<file path="config.mk">
export PLATFORM = sky130hd
export DESIGN_NAME = motion_cmd_core
export DESIGN_NICKNAME = d
export VERILOG_FILES = /design/src/core/motion_cmd_pkg.sv /design/src/core/motion_cmd_core.sv
export SDC_FILE = /design/constraint.sdc
export NUM_CORES = 1
export LEC_CHECK = 0
export BUFFER_PORTS_ARGS = -buffer_cell sky130_fd_sc_hd__clkbuf_2
export CAP_MARGIN = 20
export CORE_MARGIN = 1.5
export CORE_UTILIZATION = 30
export DETAILED_ROUTE_END_ITERATION = 10
export GPL_TIMING_DRIVEN = 0
export PLACE_DENSITY = 0.61
export SYNTH_ARGS = -nofsm -noshare
export SYNTH_HDL_FRONTEND = slang
export SYNTH_SLANG_ARGS = --single-unit
</file>
<file path="constraint.sdc">
create_clock -name core_clk -period 8.95 [get_ports core_clk]
set_input_delay 1.79 -clock core_clk [delete_from_list [all_inputs] [get_ports core_clk]]
set_output_delay 1.79 -clock core_clk [all_outputs]
set_load 0.05 [all_outputs]
</file>
<file path="src/core/motion_cmd_pkg.sv">
/*
  Constants, opcodes, register offsets and state codes of the command core.
  Assumes a Wishbone master that writes ARG before CMD.
*/
// Contract
// [RQ1] Motion query returns per-axis moving bitmap
// [RQ2] Ready query returns B1h ready, B0h busy
// [RQ3] Wave query returns running generator bitmap
// [RQ4] Short stop halts all, error 10, silent
// [RQ5] Stop ends motion from every source
// [RQ6] Closed-loop position axis stops at present position
// [RQ7] Closed-loop velocity/force axis target becomes zero
// [RQ8] Open-loop axis stops at autozero result
// [RQ9] Stop disconnects analog input; host reconnects
// [RQ10] Identity query returns name, serial, firmware, LF
// [RQ11] Offset set at level 0; generic needs 1
// [RQ12] Offset acts only with input channel connected
// [RQ13] Target or control equals analog plus offset
// [RQ14] Out-of-range result clamps silently to limit
// [RQ15] Target set on analog axis gives error 72
// [RQ16] Stops abort autozero; result and motion reported
// [RQ17] Autozero finds control value for zero force
// [RQ18] NaN low position uses stored low parameter
// [RQ19] Host references axis before starting autozero
// [RQ20] Autozero pauses analog source, then restores it
// [RQ21] Autozero travels low to high, ends low; core drives high position first, then low
// [RQ22] Low position clamps to position range
// [RQ23] Autozero query returns 1 success, 0 failure
// [RQ24] Unknown axis gives error, state unchanged
// [RQ25] Status queries answer at once, always
package motion_cmd_pkg;
  // ------------------------------------------------
  // Register offsets
  // ------------------------------------------------
  localparam logic [7:0] OFS_CMD    = 8'h00;
  localparam logic [7:0] OFS_ARG    = 8'h04;
  localparam logic [7:0] OFS_RESP   = 8'h08;
  localparam logic [7:0] OFS_ERR    = 8'h0C;
  localparam logic [7:0] OFS_LEVEL  = 8'h10;
  localparam logic [7:0] OFS_STATUS = 8'h14;
  // ------------------------------------------------
  // Command opcodes, CMD bits 3:0
  // ------------------------------------------------
  localparam logic [3:0] OP_MOTION    = 4'h1;
  localparam logic [3:0] OP_READY     = 4'h2;
  localparam logic [3:0] OP_WAVE      = 4'h3;
  localparam logic [3:0] OP_STOP_CHAR = 4'h4;
  localparam logic [3:0] OP_STOP_ALL  = 4'h5;
  localparam logic [3:0] OP_IDENT     = 4'h6;
  localparam logic [3:0] OP_OFS_SET   = 4'h7;
  localparam logic [3:0] OP_OFS_QRY   = 4'h8;
  localparam logic [3:0] OP_AZ_START  = 4'h9;
  localparam logic [3:0] OP_AZ_QRY    = 4'hA;
  localparam logic [3:0] OP_PARAM_OFS = 4'hB;
  localparam logic [3:0] OP_LEVEL     = 4'hC;
  localparam logic [3:0] OP_TARGET    = 4'hD;
  localparam logic [3:0] OP_LINK      = 4'hE;
  // ------------------------------------------------
  // Codes and reset values
  // ------------------------------------------------
  localparam logic [7:0] ERR_NONE     = 8'h00;
  localparam logic [7:0] ERR_STOPPED  = 8'h0A;
  localparam logic [7:0] ERR_ANALOG   = 8'h48;
  localparam logic [7:0] ERR_BAD_AXIS = 8'h0F;
  localparam logic [7:0] ERR_LEVEL    = 8'h3C;
  localparam logic [7:0] READY_YES    = 8'hB1;
  localparam logic [7:0] READY_NO     = 8'hB0;
  localparam logic [7:0] ID_LF        = 8'h0A;
  // Identity fields, values arbitrary
  localparam logic [7:0] ID_NAME      = 8'h4D;
  localparam logic [7:0] ID_SERIAL    = 8'h5A;
  localparam logic [7:0] ID_FW        = 8'h10;
  localparam logic [31:0] AZ_SETTLE   = 32'h0000_0010;
  typedef enum logic [2:0] {
    AZ_IDLE = 3'b001,
    AZ_HIGH = 3'b010,
    AZ_LOW  = 3'b100
  } az_state_e;
endpackage

</file>
<file path="src/core/motion_cmd_core.sv">
/*
  Command core: status queries, stop, analog offset, autozero.
  Assumes servo, profile and wave logic on core_clk feed the axis inputs.
*/
module motion_cmd_core #(
  parameter int          NAX    = 2,
  parameter int          NWG    = 2,
  parameter int          W      = 16,
  parameter int unsigned AZ_TMO = 32'h0100_0000
) (
  input  wire logic                  core_clk,
  input  wire logic                  resetn,
  input  wire logic                  wb_cyc_i,
  input  wire logic                  wb_stb_i,
  input  wire logic                  wb_we_i,
  input  wire logic [7:0]            wb_adr_i,
  input  wire logic [31:0]           wb_dat_i,
  input  wire logic [3:0]            wb_sel_i,
  output logic      [31:0]           wb_dat_o,
  output logic                       wb_ack_o,
  input  wire logic [NAX-1:0]        servo_on,
  input  wire logic [NAX-1:0]        pos_ctrl,
  input  wire logic [NAX-1:0]        move_busy,
  input  wire logic [NAX-1:0]        ref_busy,
  input  wire logic [NAX-1:0]        in_position,
  input  wire logic [NWG-1:0]        wave_run,
  input  wire logic [NAX-1:0][W-1:0] position,
  input  wire logic [NAX-1:0][W-1:0] analog_val,
  input  wire logic [NAX-1:0][W-1:0] force_val,
  input  wire logic [NAX-1:0][W-1:0] servo_out,
  input  wire logic [NAX-1:0][W-1:0] cl_min,
  input  wire logic [NAX-1:0][W-1:0] cl_max,
  input  wire logic [NAX-1:0][W-1:0] ol_min,
  input  wire logic [NAX-1:0][W-1:0] ol_max,
  input  wire logic [NAX-1:0][W-1:0] pos_min,
  input  wire logic [NAX-1:0][W-1:0] pos_max,
  input  wire logic [NAX-1:0][W-1:0] az_low_par,
  input  wire logic [NAX-1:0][W-1:0] az_high_par,
  output logic      [NAX-1:0][W-1:0] target_value,
  output logic      [NAX-1:0][W-1:0] control_value,
  output logic      [NAX-1:0][W-1:0] az_result,
  output logic      [NAX-1:0][W-1:0] analog_offset,
  output logic      [NAX-1:0]        analog_link,
  output logic                       stop_pulse
);
  // ------------------------------------------------
  // Reset release
  // ------------------------------------------------
  logic rst_meta_q;
  logic rst_n_q;

  always_ff @(posedge core_clk or negedge resetn) begin
    if (!resetn) begin
      rst_meta_q <= 1'b0;
      rst_n_q    <= 1'b0;
    end else begin
      rst_meta_q <= 1'b1;
      rst_n_q    <= rst_meta_q;
    end
  end

  // ------------------------------------------------
  // Bus decode
  // ------------------------------------------------
  logic                 ack_q;
  logic [31:0]          dat_q;
  logic signed [W-1:0]  arg_q;
  logic                 arg_nan_q;
  logic                 level_q;
  logic [7:0]           err_q;
  logic [7:0]           err_d;
  logic [31:0]          resp_q;
  logic [31:0]          resp_d;
  logic                 stop_q;
  logic signed [W-1:0]  tgt_q [NAX];
  logic signed [W-1:0]  ctl_q [NAX];
  logic signed [W-1:0]  ofs_q [NAX];
  logic signed [W-1:0]  azr_q [NAX];
  logic signed [W-1:0]  low_q [NAX];
  logic [31:0]          tmr_q [NAX];
  motion_cmd_pkg::az_state_e az_q [NAX];
  logic [NAX-1:0]       link_q;
  logic [NAX-1:0]       az_ok_q;
  logic [NAX-1:0]       ax_hit;
  logic [NAX-1:0]       az_busy;
  logic [NAX-1:0]       eff_v;

  wire        wb_acc  = wb_cyc_i & wb_stb_i & ~ack_q;
  wire        wr_acc  = wb_acc & wb_we_i & (&wb_sel_i);
  wire        cmd_wr  = wr_acc & (wb_adr_i == motion_cmd_pkg::OFS_CMD);
  wire        arg_wr  = wr_acc & (wb_adr_i == motion_cmd_pkg::OFS_ARG);
  wire        err_rd  = wb_acc & ~wb_we_i & (wb_adr_i == motion_cmd_pkg::OFS_ERR);
  wire [3:0]  op      = wb_dat_i[3:0];
  wire [3:0]  ax      = wb_dat_i[7:4];
  wire        ax_ok   = |ax_hit;
  wire        is_stop = cmd_wr & (op == motion_cmd_pkg::OP_STOP_CHAR | op == motion_cmd_pkg::OP_STOP_ALL);
  wire        need_ax = op inside {motion_cmd_pkg::OP_OFS_SET, motion_cmd_pkg::OP_OFS_QRY,
                                   motion_cmd_pkg::OP_AZ_START, motion_cmd_pkg::OP_AZ_QRY,
                                   motion_cmd_pkg::OP_PARAM_OFS, motion_cmd_pkg::OP_TARGET,
                                   motion_cmd_pkg::OP_LINK};
  wire        lvl_op  = op == motion_cmd_pkg::OP_PARAM_OFS | op == motion_cmd_pkg::OP_LINK;
  wire [NAX-1:0] motion_v = move_busy | ref_busy | az_busy;
  wire        ready   = ~(|ref_busy) & ~(|az_busy);
  wire [31:0] status_w = {{(16-NAX){1'b0}}, link_q, {(8-NWG){1'b0}}, wave_run, 7'h00, ready};
  wire [31:0] rd_word =
    (wb_adr_i == motion_cmd_pkg::OFS_ARG)    ? {{(31-W){1'b0}}, arg_nan_q, arg_q} :
    (wb_adr_i == motion_cmd_pkg::OFS_RESP)   ? resp_q :
    (wb_adr_i == motion_cmd_pkg::OFS_ERR)    ? {24'h000000, err_q} :
    (wb_adr_i == motion_cmd_pkg::OFS_LEVEL)  ? {31'h00000000, level_q} :
    (wb_adr_i == motion_cmd_pkg::OFS_STATUS) ? status_w : 32'h00000000;

  // ------------------------------------------------
  // Error and response
  // ------------------------------------------------
  always_comb begin
    err_d = err_q;
    if (err_rd) begin
      err_d = motion_cmd_pkg::ERR_NONE;
    end
    if (is_stop) begin
      err_d = motion_cmd_pkg::ERR_STOPPED; // RQ4
    end else if (cmd_wr && need_ax && !ax_ok) begin
      err_d = motion_cmd_pkg::ERR_BAD_AXIS; // RQ24
    end else if (cmd_wr && op == motion_cmd_pkg::OP_TARGET && |(eff_v & ax_hit)) begin
      err_d = motion_cmd_pkg::ERR_ANALOG; // RQ15
    end else if (cmd_wr && lvl_op && !level_q) begin
      err_d = motion_cmd_pkg::ERR_LEVEL; // RQ11
    end
  end

  always_comb begin
    resp_d = resp_q;
    if (cmd_wr) begin
      unique case (op)
        motion_cmd_pkg::OP_MOTION: resp_d = {{(32-NAX){1'b0}}, motion_v}; // RQ1 RQ16 RQ25
        motion_cmd_pkg::OP_READY:  resp_d = {24'h000000, ready ? motion_cmd_pkg::READY_YES
                                                               : motion_cmd_pkg::READY_NO}; // RQ2
        motion_cmd_pkg::OP_WAVE:   resp_d = {{(32-NWG){1'b0}}, wave_run}; // RQ3
        motion_cmd_pkg::OP_IDENT:  resp_d = {motion_cmd_pkg::ID_NAME, motion_cmd_pkg::ID_SERIAL,
                                             motion_cmd_pkg::ID_FW, motion_cmd_pkg::ID_LF}; // RQ10
        default: begin
          for (int i = 0; i < NAX; i++) begin
            if (ax_hit[i] && op == motion_cmd_pkg::OP_OFS_QRY) begin
              resp_d = 32'($signed(ofs_q[i]));
            end
            if (ax_hit[i] && op == motion_cmd_pkg::OP_AZ_QRY) begin
              resp_d = {31'h00000000, az_ok_q[i]}; // RQ23
            end
          end
        end
      endcase
    end
  end

  always_ff @(posedge core_clk or negedge rst_n_q) begin
    if (!rst_n_q) begin
      ack_q     <= 1'b0;
      dat_q     <= 32'h00000000;
      arg_q     <= '0;
      arg_nan_q <= 1'b0;
      level_q   <= 1'b0;
      err_q     <= motion_cmd_pkg::ERR_NONE;
      resp_q    <= 32'h00000000;
      stop_q    <= 1'b0;
    end else begin
      ack_q  <= wb_acc;
      dat_q  <= rd_word;
      err_q  <= err_d;
      resp_q <= resp_d;
      stop_q <= is_stop; // RQ5
      if (arg_wr) begin
        arg_q     <= wb_dat_i[W-1:0];
        arg_nan_q <= wb_dat_i[31];
      end
      if (cmd_wr && op == motion_cmd_pkg::OP_LEVEL) begin
        level_q <= arg_q[0];
      end
    end
  end

  assign wb_ack_o   = ack_q;
  assign wb_dat_o   = dat_q;
  assign stop_pulse = stop_q;
  assign analog_link = link_q;

  // ------------------------------------------------
  // Per-axis logic
  // ------------------------------------------------
  function automatic logic signed [W-1:0] clip(input logic signed [W:0] v,
                                              input logic signed [W-1:0] lo,
                                              input logic signed [W-1:0] hi);
    if (v < $signed({lo[W-1], lo})) begin
      return lo;
    end else if (v > $signed({hi[W-1], hi})) begin
      return hi;
    end
    return v[W-1:0];
  endfunction

  for (genvar i = 0; i < NAX; i++) begin : g_ax
    wire signed [W-1:0] pos_i  = position[i];
    wire signed [W-1:0] pmin   = pos_min[i];
    wire signed [W-1:0] pmax   = pos_max[i];
    wire signed [W-1:0] lo_raw = arg_nan_q ? $signed(az_low_par[i]) : arg_q; // RQ18
    wire signed [W-1:0] lo_pos = clip({lo_raw[W-1], lo_raw}, pmin, pmax); // RQ22
    wire signed [W:0]   sum    = $signed({analog_val[i][W-1], analog_val[i]}) + $signed({ofs_q[i][W-1], ofs_q[i]});
    wire signed [W-1:0] lim_lo = servo_on[i] ? $signed(cl_min[i]) : $signed(ol_min[i]);
    wire signed [W-1:0] lim_hi = servo_on[i] ? $signed(cl_max[i]) : $signed(ol_max[i]);
    wire signed [W-1:0] shaped = clip(sum, lim_lo, lim_hi); // RQ13 RQ14
    wire signed [W-1:0] zero_f = W'(servo_out[i] - force_val[i]);
    wire                hit    = cmd_wr & ax_hit[i];
    wire                settle = in_position[i] & (tmr_q[i] >= motion_cmd_pkg::AZ_SETTLE);
    wire                tmo    = tmr_q[i] == AZ_TMO;
    assign ax_hit[i]  = ax == 4'(i + 1);
    assign az_busy[i] = az_q[i] != motion_cmd_pkg::AZ_IDLE;
    assign eff_v[i]   = link_q[i] & ~az_busy[i]; // RQ12 RQ20
    assign target_value[i]  = tgt_q[i];
    assign control_value[i] = ctl_q[i];
    assign az_result[i]     = azr_q[i];
    assign analog_offset[i] = ofs_q[i];

    always_ff @(posedge core_clk or negedge rst_n_q) begin
      if (!rst_n_q) begin
        ofs_q[i]  <= '0;
        link_q[i] <= 1'b0;
      end else begin
        if (hit && (op == motion_cmd_pkg::OP_OFS_SET || (op == motion_cmd_pkg::OP_PARAM_OFS && level_q))) begin
          ofs_q[i] <= arg_q; // RQ11
        end
        if (is_stop) begin
          link_q[i] <= 1'b0; // RQ9
        end else if (hit && op == motion_cmd_pkg::OP_LINK && level_q) begin
          link_q[i] <= |arg_q;
        end
      end
    end

    always_ff @(posedge core_clk or negedge rst_n_q) begin
      if (!rst_n_q) begin
        az_q[i]    <= motion_cmd_pkg::AZ_IDLE;
        tgt_q[i]   <= '0;
        ctl_q[i]   <= '0;
        azr_q[i]   <= '0;
        low_q[i]   <= '0;
        tmr_q[i]   <= 32'h00000000;
        az_ok_q[i] <= 1'b0;
      end else if (is_stop) begin
        az_q[i] <= motion_cmd_pkg::AZ_IDLE; // RQ5 RQ16
        tmr_q[i] <= 32'h00000000;
        if (az_busy[i]) begin
          az_ok_q[i] <= 1'b0;
        end
        if (servo_on[i]) begin
          tgt_q[i] <= pos_ctrl[i] ? pos_i : '0; // RQ6 RQ7
        end else begin
          ctl_q[i] <= azr_q[i]; // RQ8
        end
      end else begin
        unique case (az_q[i])
          motion_cmd_pkg::AZ_IDLE: begin
            if (hit && op == motion_cmd_pkg::OP_AZ_START) begin
              az_q[i]  <= motion_cmd_pkg::AZ_HIGH; // RQ21
              tgt_q[i] <= az_high_par[i];
              low_q[i] <= lo_pos;
              tmr_q[i] <= 32'h00000000;
            end else if (eff_v[i] && servo_on[i]) begin
              tgt_q[i] <= shaped; // RQ13
            end else if (eff_v[i]) begin
              ctl_q[i] <= shaped; // RQ13
            end else if (hit && op == motion_cmd_pkg::OP_TARGET) begin
              tgt_q[i] <= arg_q;
            end
          end
          motion_cmd_pkg::AZ_HIGH: begin
            tmr_q[i] <= tmr_q[i] + 32'h00000001;
            if (settle) begin
              az_q[i]  <= motion_cmd_pkg::AZ_LOW; // RQ21
              tgt_q[i] <= low_q[i];
              tmr_q[i] <= 32'h00000000;
            end else if (tmo) begin
              az_q[i]    <= motion_cmd_pkg::AZ_IDLE;
              az_ok_q[i] <= 1'b0; // RQ23
            end
          end
          motion_cmd_pkg::AZ_LOW: begin
            tmr_q[i] <= tmr_q[i] + 32'h00000001;
            if (settle) begin
              az_q[i]    <= motion_cmd_pkg::AZ_IDLE;
              azr_q[i]   <= zero_f; // RQ17
              az_ok_q[i] <= 1'b1; // RQ23
            end else if (tmo) begin
              az_q[i]    <= motion_cmd_pkg::AZ_IDLE;
              az_ok_q[i] <= 1'b0;
            end
          end
          default: az_q[i] <= motion_cmd_pkg::AZ_IDLE;
        endcase
      end
    end

  end
endmodule

</file>
==> impl_metrics.ini <==
[run_status]
status = finished, final reports clean

[die]
die_h_um = 279
io_pins = 609
start_util_pct = 30.4
rows = 100
coreArea_mm2 = 0.0748
dieArea_mm2 = 0.0776
chipWidth_um = 279

[global_routing]
track_usage_pct = 25.2
grt_pass1_vias = 22131
grt_max_degree = 60
antenna_found_initial = 19
gr-total-overflow = 0
grt_first_pass_wirelength_um = 145000

[yosys]
yosysUniqueCellTypes = 93
async_flop_share_pct = 100
yosys.area.top_type = dfrtp_1
synth_flop_cell = dfrtp_1
yosysTopAreaCellShare_pct = 32.6
syn_nets = 3273
synth.area.top_cells = dfrtp_1 33%, ha_1 11%, nand2_1 5.8%
synth_cells = 2630
yosysSeqAreaShare_pct = 32.9
synth-seq-cells = 299
synth_edf_count = 0
ys.warnings.count = 0
synth_area_per_cell_um2 = 8.66
syn_area_mm2 = 0.0228

[setup_path]
crit_path_cell_trace = buf_2 > buf_1 > clkbuf_1 > mux2i_1 > ha_1 > a21o_1 > a21o_1 > a221o_1 > a21o_1 > o2111ai_1 > o211ai_1 > buf_2 > buf_2 > a211oi_2 > o31ai_1 > nand2_1
r2r_start = analog_offset[20]$_DFFE_PN0P_
cp_top_family = buffers and inverters
path_buf_inv = 5
critPathKind = in -> reg
rrSetupSlack_ns = 3.37
start_kind = input pin
worst_setup_path_end_kind = flop
crit_arrival_ns = 6.97
cp_max_fo = 10
r2r-end = target_value[23]$_DFFE_PN0P_
crit_required_ns = 9.44
r2r_cells = 18
cpPeakStageDelay_ns = 0.72
cpMaxStageDelayCell = buf_1

[cts]
cts_hold_buf = 0
cts-resized-gates = 0
cts_tree = yes
clk_root_buffer_cell = clkbuf_16
clk_transition_reported_paths_ns = 0.05
cts_num_sinks = 299
cts_made_buffers = 38
cts_buffer_depth = 3
htreeDepth = 2
cts_setup_buffers = 0
clk-insertion-delay-late_ns = 0.57

[detailed_routing]
drc = 0
final_antenna_net_count = 0
drt_iter0_drc = 1592
viasPerCell = 5.31
vias = 22679
first_pass_iters = 5
post_drt_wl_per_cell_um = 23.5
routed_wl_um = 100000

[sta]
post-route-period-util_pct = 72.4
skew_ns = 0.0259
worst_pin_slew_ns = 1.02
max_slew_margin_pct = 31.2
setup_viol = 0
slew_viol_final = 0
min_period_ns = 6.48
rsz0062_at_grt = false
finalHoldViolCount = 0
worst_slack_ns = 2.47
max_freq_mhz = 154

[placed_design]
dpl.hpwl_um = 83000
gp_congestion = 0.963
pre_cts_slack_ns = 1.98
placed_area_mm2 = 0.0271
portBuffers = 587

[cells_and_area]
drive_gt1_share_pct = 25.8
stdcell_area_mm2 = 0.0283
area_growth_pct = 24.4
final_nets = 3905

[power_and_ir_drop]
p_leak_nw = 14.8
seq_power_share_pct = 38.1
intPower_mw = 2.54
power_mw = 3.57
ir_drop_uv = 122
clkPwrFrac_pct = 43.7
pwr-share-comb_pct = 18.2
sw_frac_of_total_pct = 28.9
p_sw_mw = 1.03
power.density_mw_per_mm2 = 126

[min_path]
min_from = rst_meta_q$_DFF_PN0_
min_to = rst_n_q$_DFF_PN0_
hold_class = reg -> reg
min_delay_path_depth = 0

[flow_run]
maxCapViolCount = 0
==> cells in the final DEF, fill, tap and decap left out, types with 14 or more instances in the layout <==
cell type | Yosys | final
o21a_1 | 16 | 16
a21oi_1 | 112 | 112
inv_1 | 151 | 151
a21o_1 | 42 | 42
a211oi_1 | 14 | 14
a22oi_1 | 17 | 17
o21ai_0 | 188 | 188
ha_1 | 194 | 194
buf_2 | 22 | 22
xor2_1 | 52 | 52
xnor2_1 | 51 | 51
o211ai_1 | 41 | 41
clkbuf_16 | 0 | 39
or3_1 | 20 | 20
nand4_1 | 47 | 47
a221o_1 | 17 | 17
mux2i_1 | 113 | 113
nor2_1 | 174 | 174
a31oi_1 | 19 | 19
clkbuf_2 | 0 | 587
nor2b_1 | 30 | 30
nor4_1 | 25 | 25
nand2b_1 | 41 | 41
nand2_1 | 353 | 353
clkbuf_1 | 78 | 84
nand3_1 | 102 | 102
a22o_1 | 16 | 16
mux2_2 | 113 | 113
o31ai_1 | 18 | 18
dfrtp_1 | 297 | 296
nor3_1 | 59 | 59
and3_1 | 28 | 28
==> sequential cells by signal, summed over array words and instances (netlist names), 2 cells and up <==
register	cells
analog_link	2
az_result	32
arg_q	16
control_value	32
az_ok_q	2
analog_offset	32
wb_dat_o	20
az_q	6
err_q	6
target_value	32
tmr_q	64
resp_q	17
low_q	32
==> synth_stat cells, types with 47 or more instances <==
cell type / n
a21oi_1: 112
clkbuf_1: 78
dfrtp_1: 297
ha_1: 194
inv_1: 151
mux2_2: 113
mux2i_1: 113
nand2_1: 353
nand3_1: 102
nand4_1: 47
nor2_1: 174
nor3_1: 59
o21ai_0: 188
xnor2_1: 51
xor2_1: 52
==> logic make-up after synthesis <==
logic type	Yosys count	share of synthesized area, %
XOR/XNOR	103	3.96
multiplexers	226	10.6
AO/OA/AOI/OAI	584	16.7
flip-flops	299	32.9
other	1	0.0165
AND/OR/NAND/NOR	943	20.0
buffers and inverters	275	4.93
adder cells (fa/ha/maj)	199	11.1
==> power groups by stage <==
stage | registers (mW) | logic (mW) | clock network [mW]
global placement | 1.41 | 0.608 | 0
finish | 1.36 | 0.648 | 1.56
CTS | 1.36 | 0.647 | 1.58
global route | 1.36 | 0.704 | 1.64
floorplan | 1.40 | 0.357 | 0
detailed placement | 1.38 | 0.643 | 0
==> routing by layer <==
layer	vias up	global-route usage, %	share of wire (%)
met1	10928	31.0	41
met3	180	5.89	7.5
li1	10693	-	-
met2	862	42.6	47
met5	-	0	0.10
met4	16	9.32	3.9
==> worst max-delay path by stage <==
stage	from	to	slack, ns	cells past startpoint
after floorplan	rst_n_q$_DFF_PN0_	analog_link[0]$_DFFE_PN0P_	0.004	0
after global placement	rst_n_q$_DFF_PN0_	control_value[31]$_DFFE_PN0P_	-4.07	0
after detailed placement	servo_on[0]	control_value[11]$_DFFE_PN0P_	1.98	16
after CTS	servo_on[0]	target_value[12]$_DFFE_PN0P_	2.59	16
after global routing	analog_val[20]	target_value[31]$_DFFE_PN0P_	2.19	20
final	servo_on[0]	target_value[12]$_DFFE_PN0P_	2.47	16
==> layout make-up <==
cell class,instances,area (um2)
inverter,151,567
antenna,9,22.5
buffer,124,557
timing repair buffer,592,3080
multi-input combinational,2056,14200
clock inverter,16,170
tap,969,1210
sequential,299,7490
clock buffer,51,1080
fill,7747,46500
==> metrics by stage <==
stage          utilization, %  TNS [ns]  std cells  hold WS (ns)
4_1_cts                  37.8         0       4258         0.352
6_report                 37.9         0       4267         0.349
3_3_place_gp             36.0  -1186.32       4186         0.337
2_1_floorplan               -         0       2630         0.331
3_5_place_dp             36.2         0       4191         0.339
5_1_grt                  37.9         0       4262         0.366
Power figures use the tool's default switching activity.
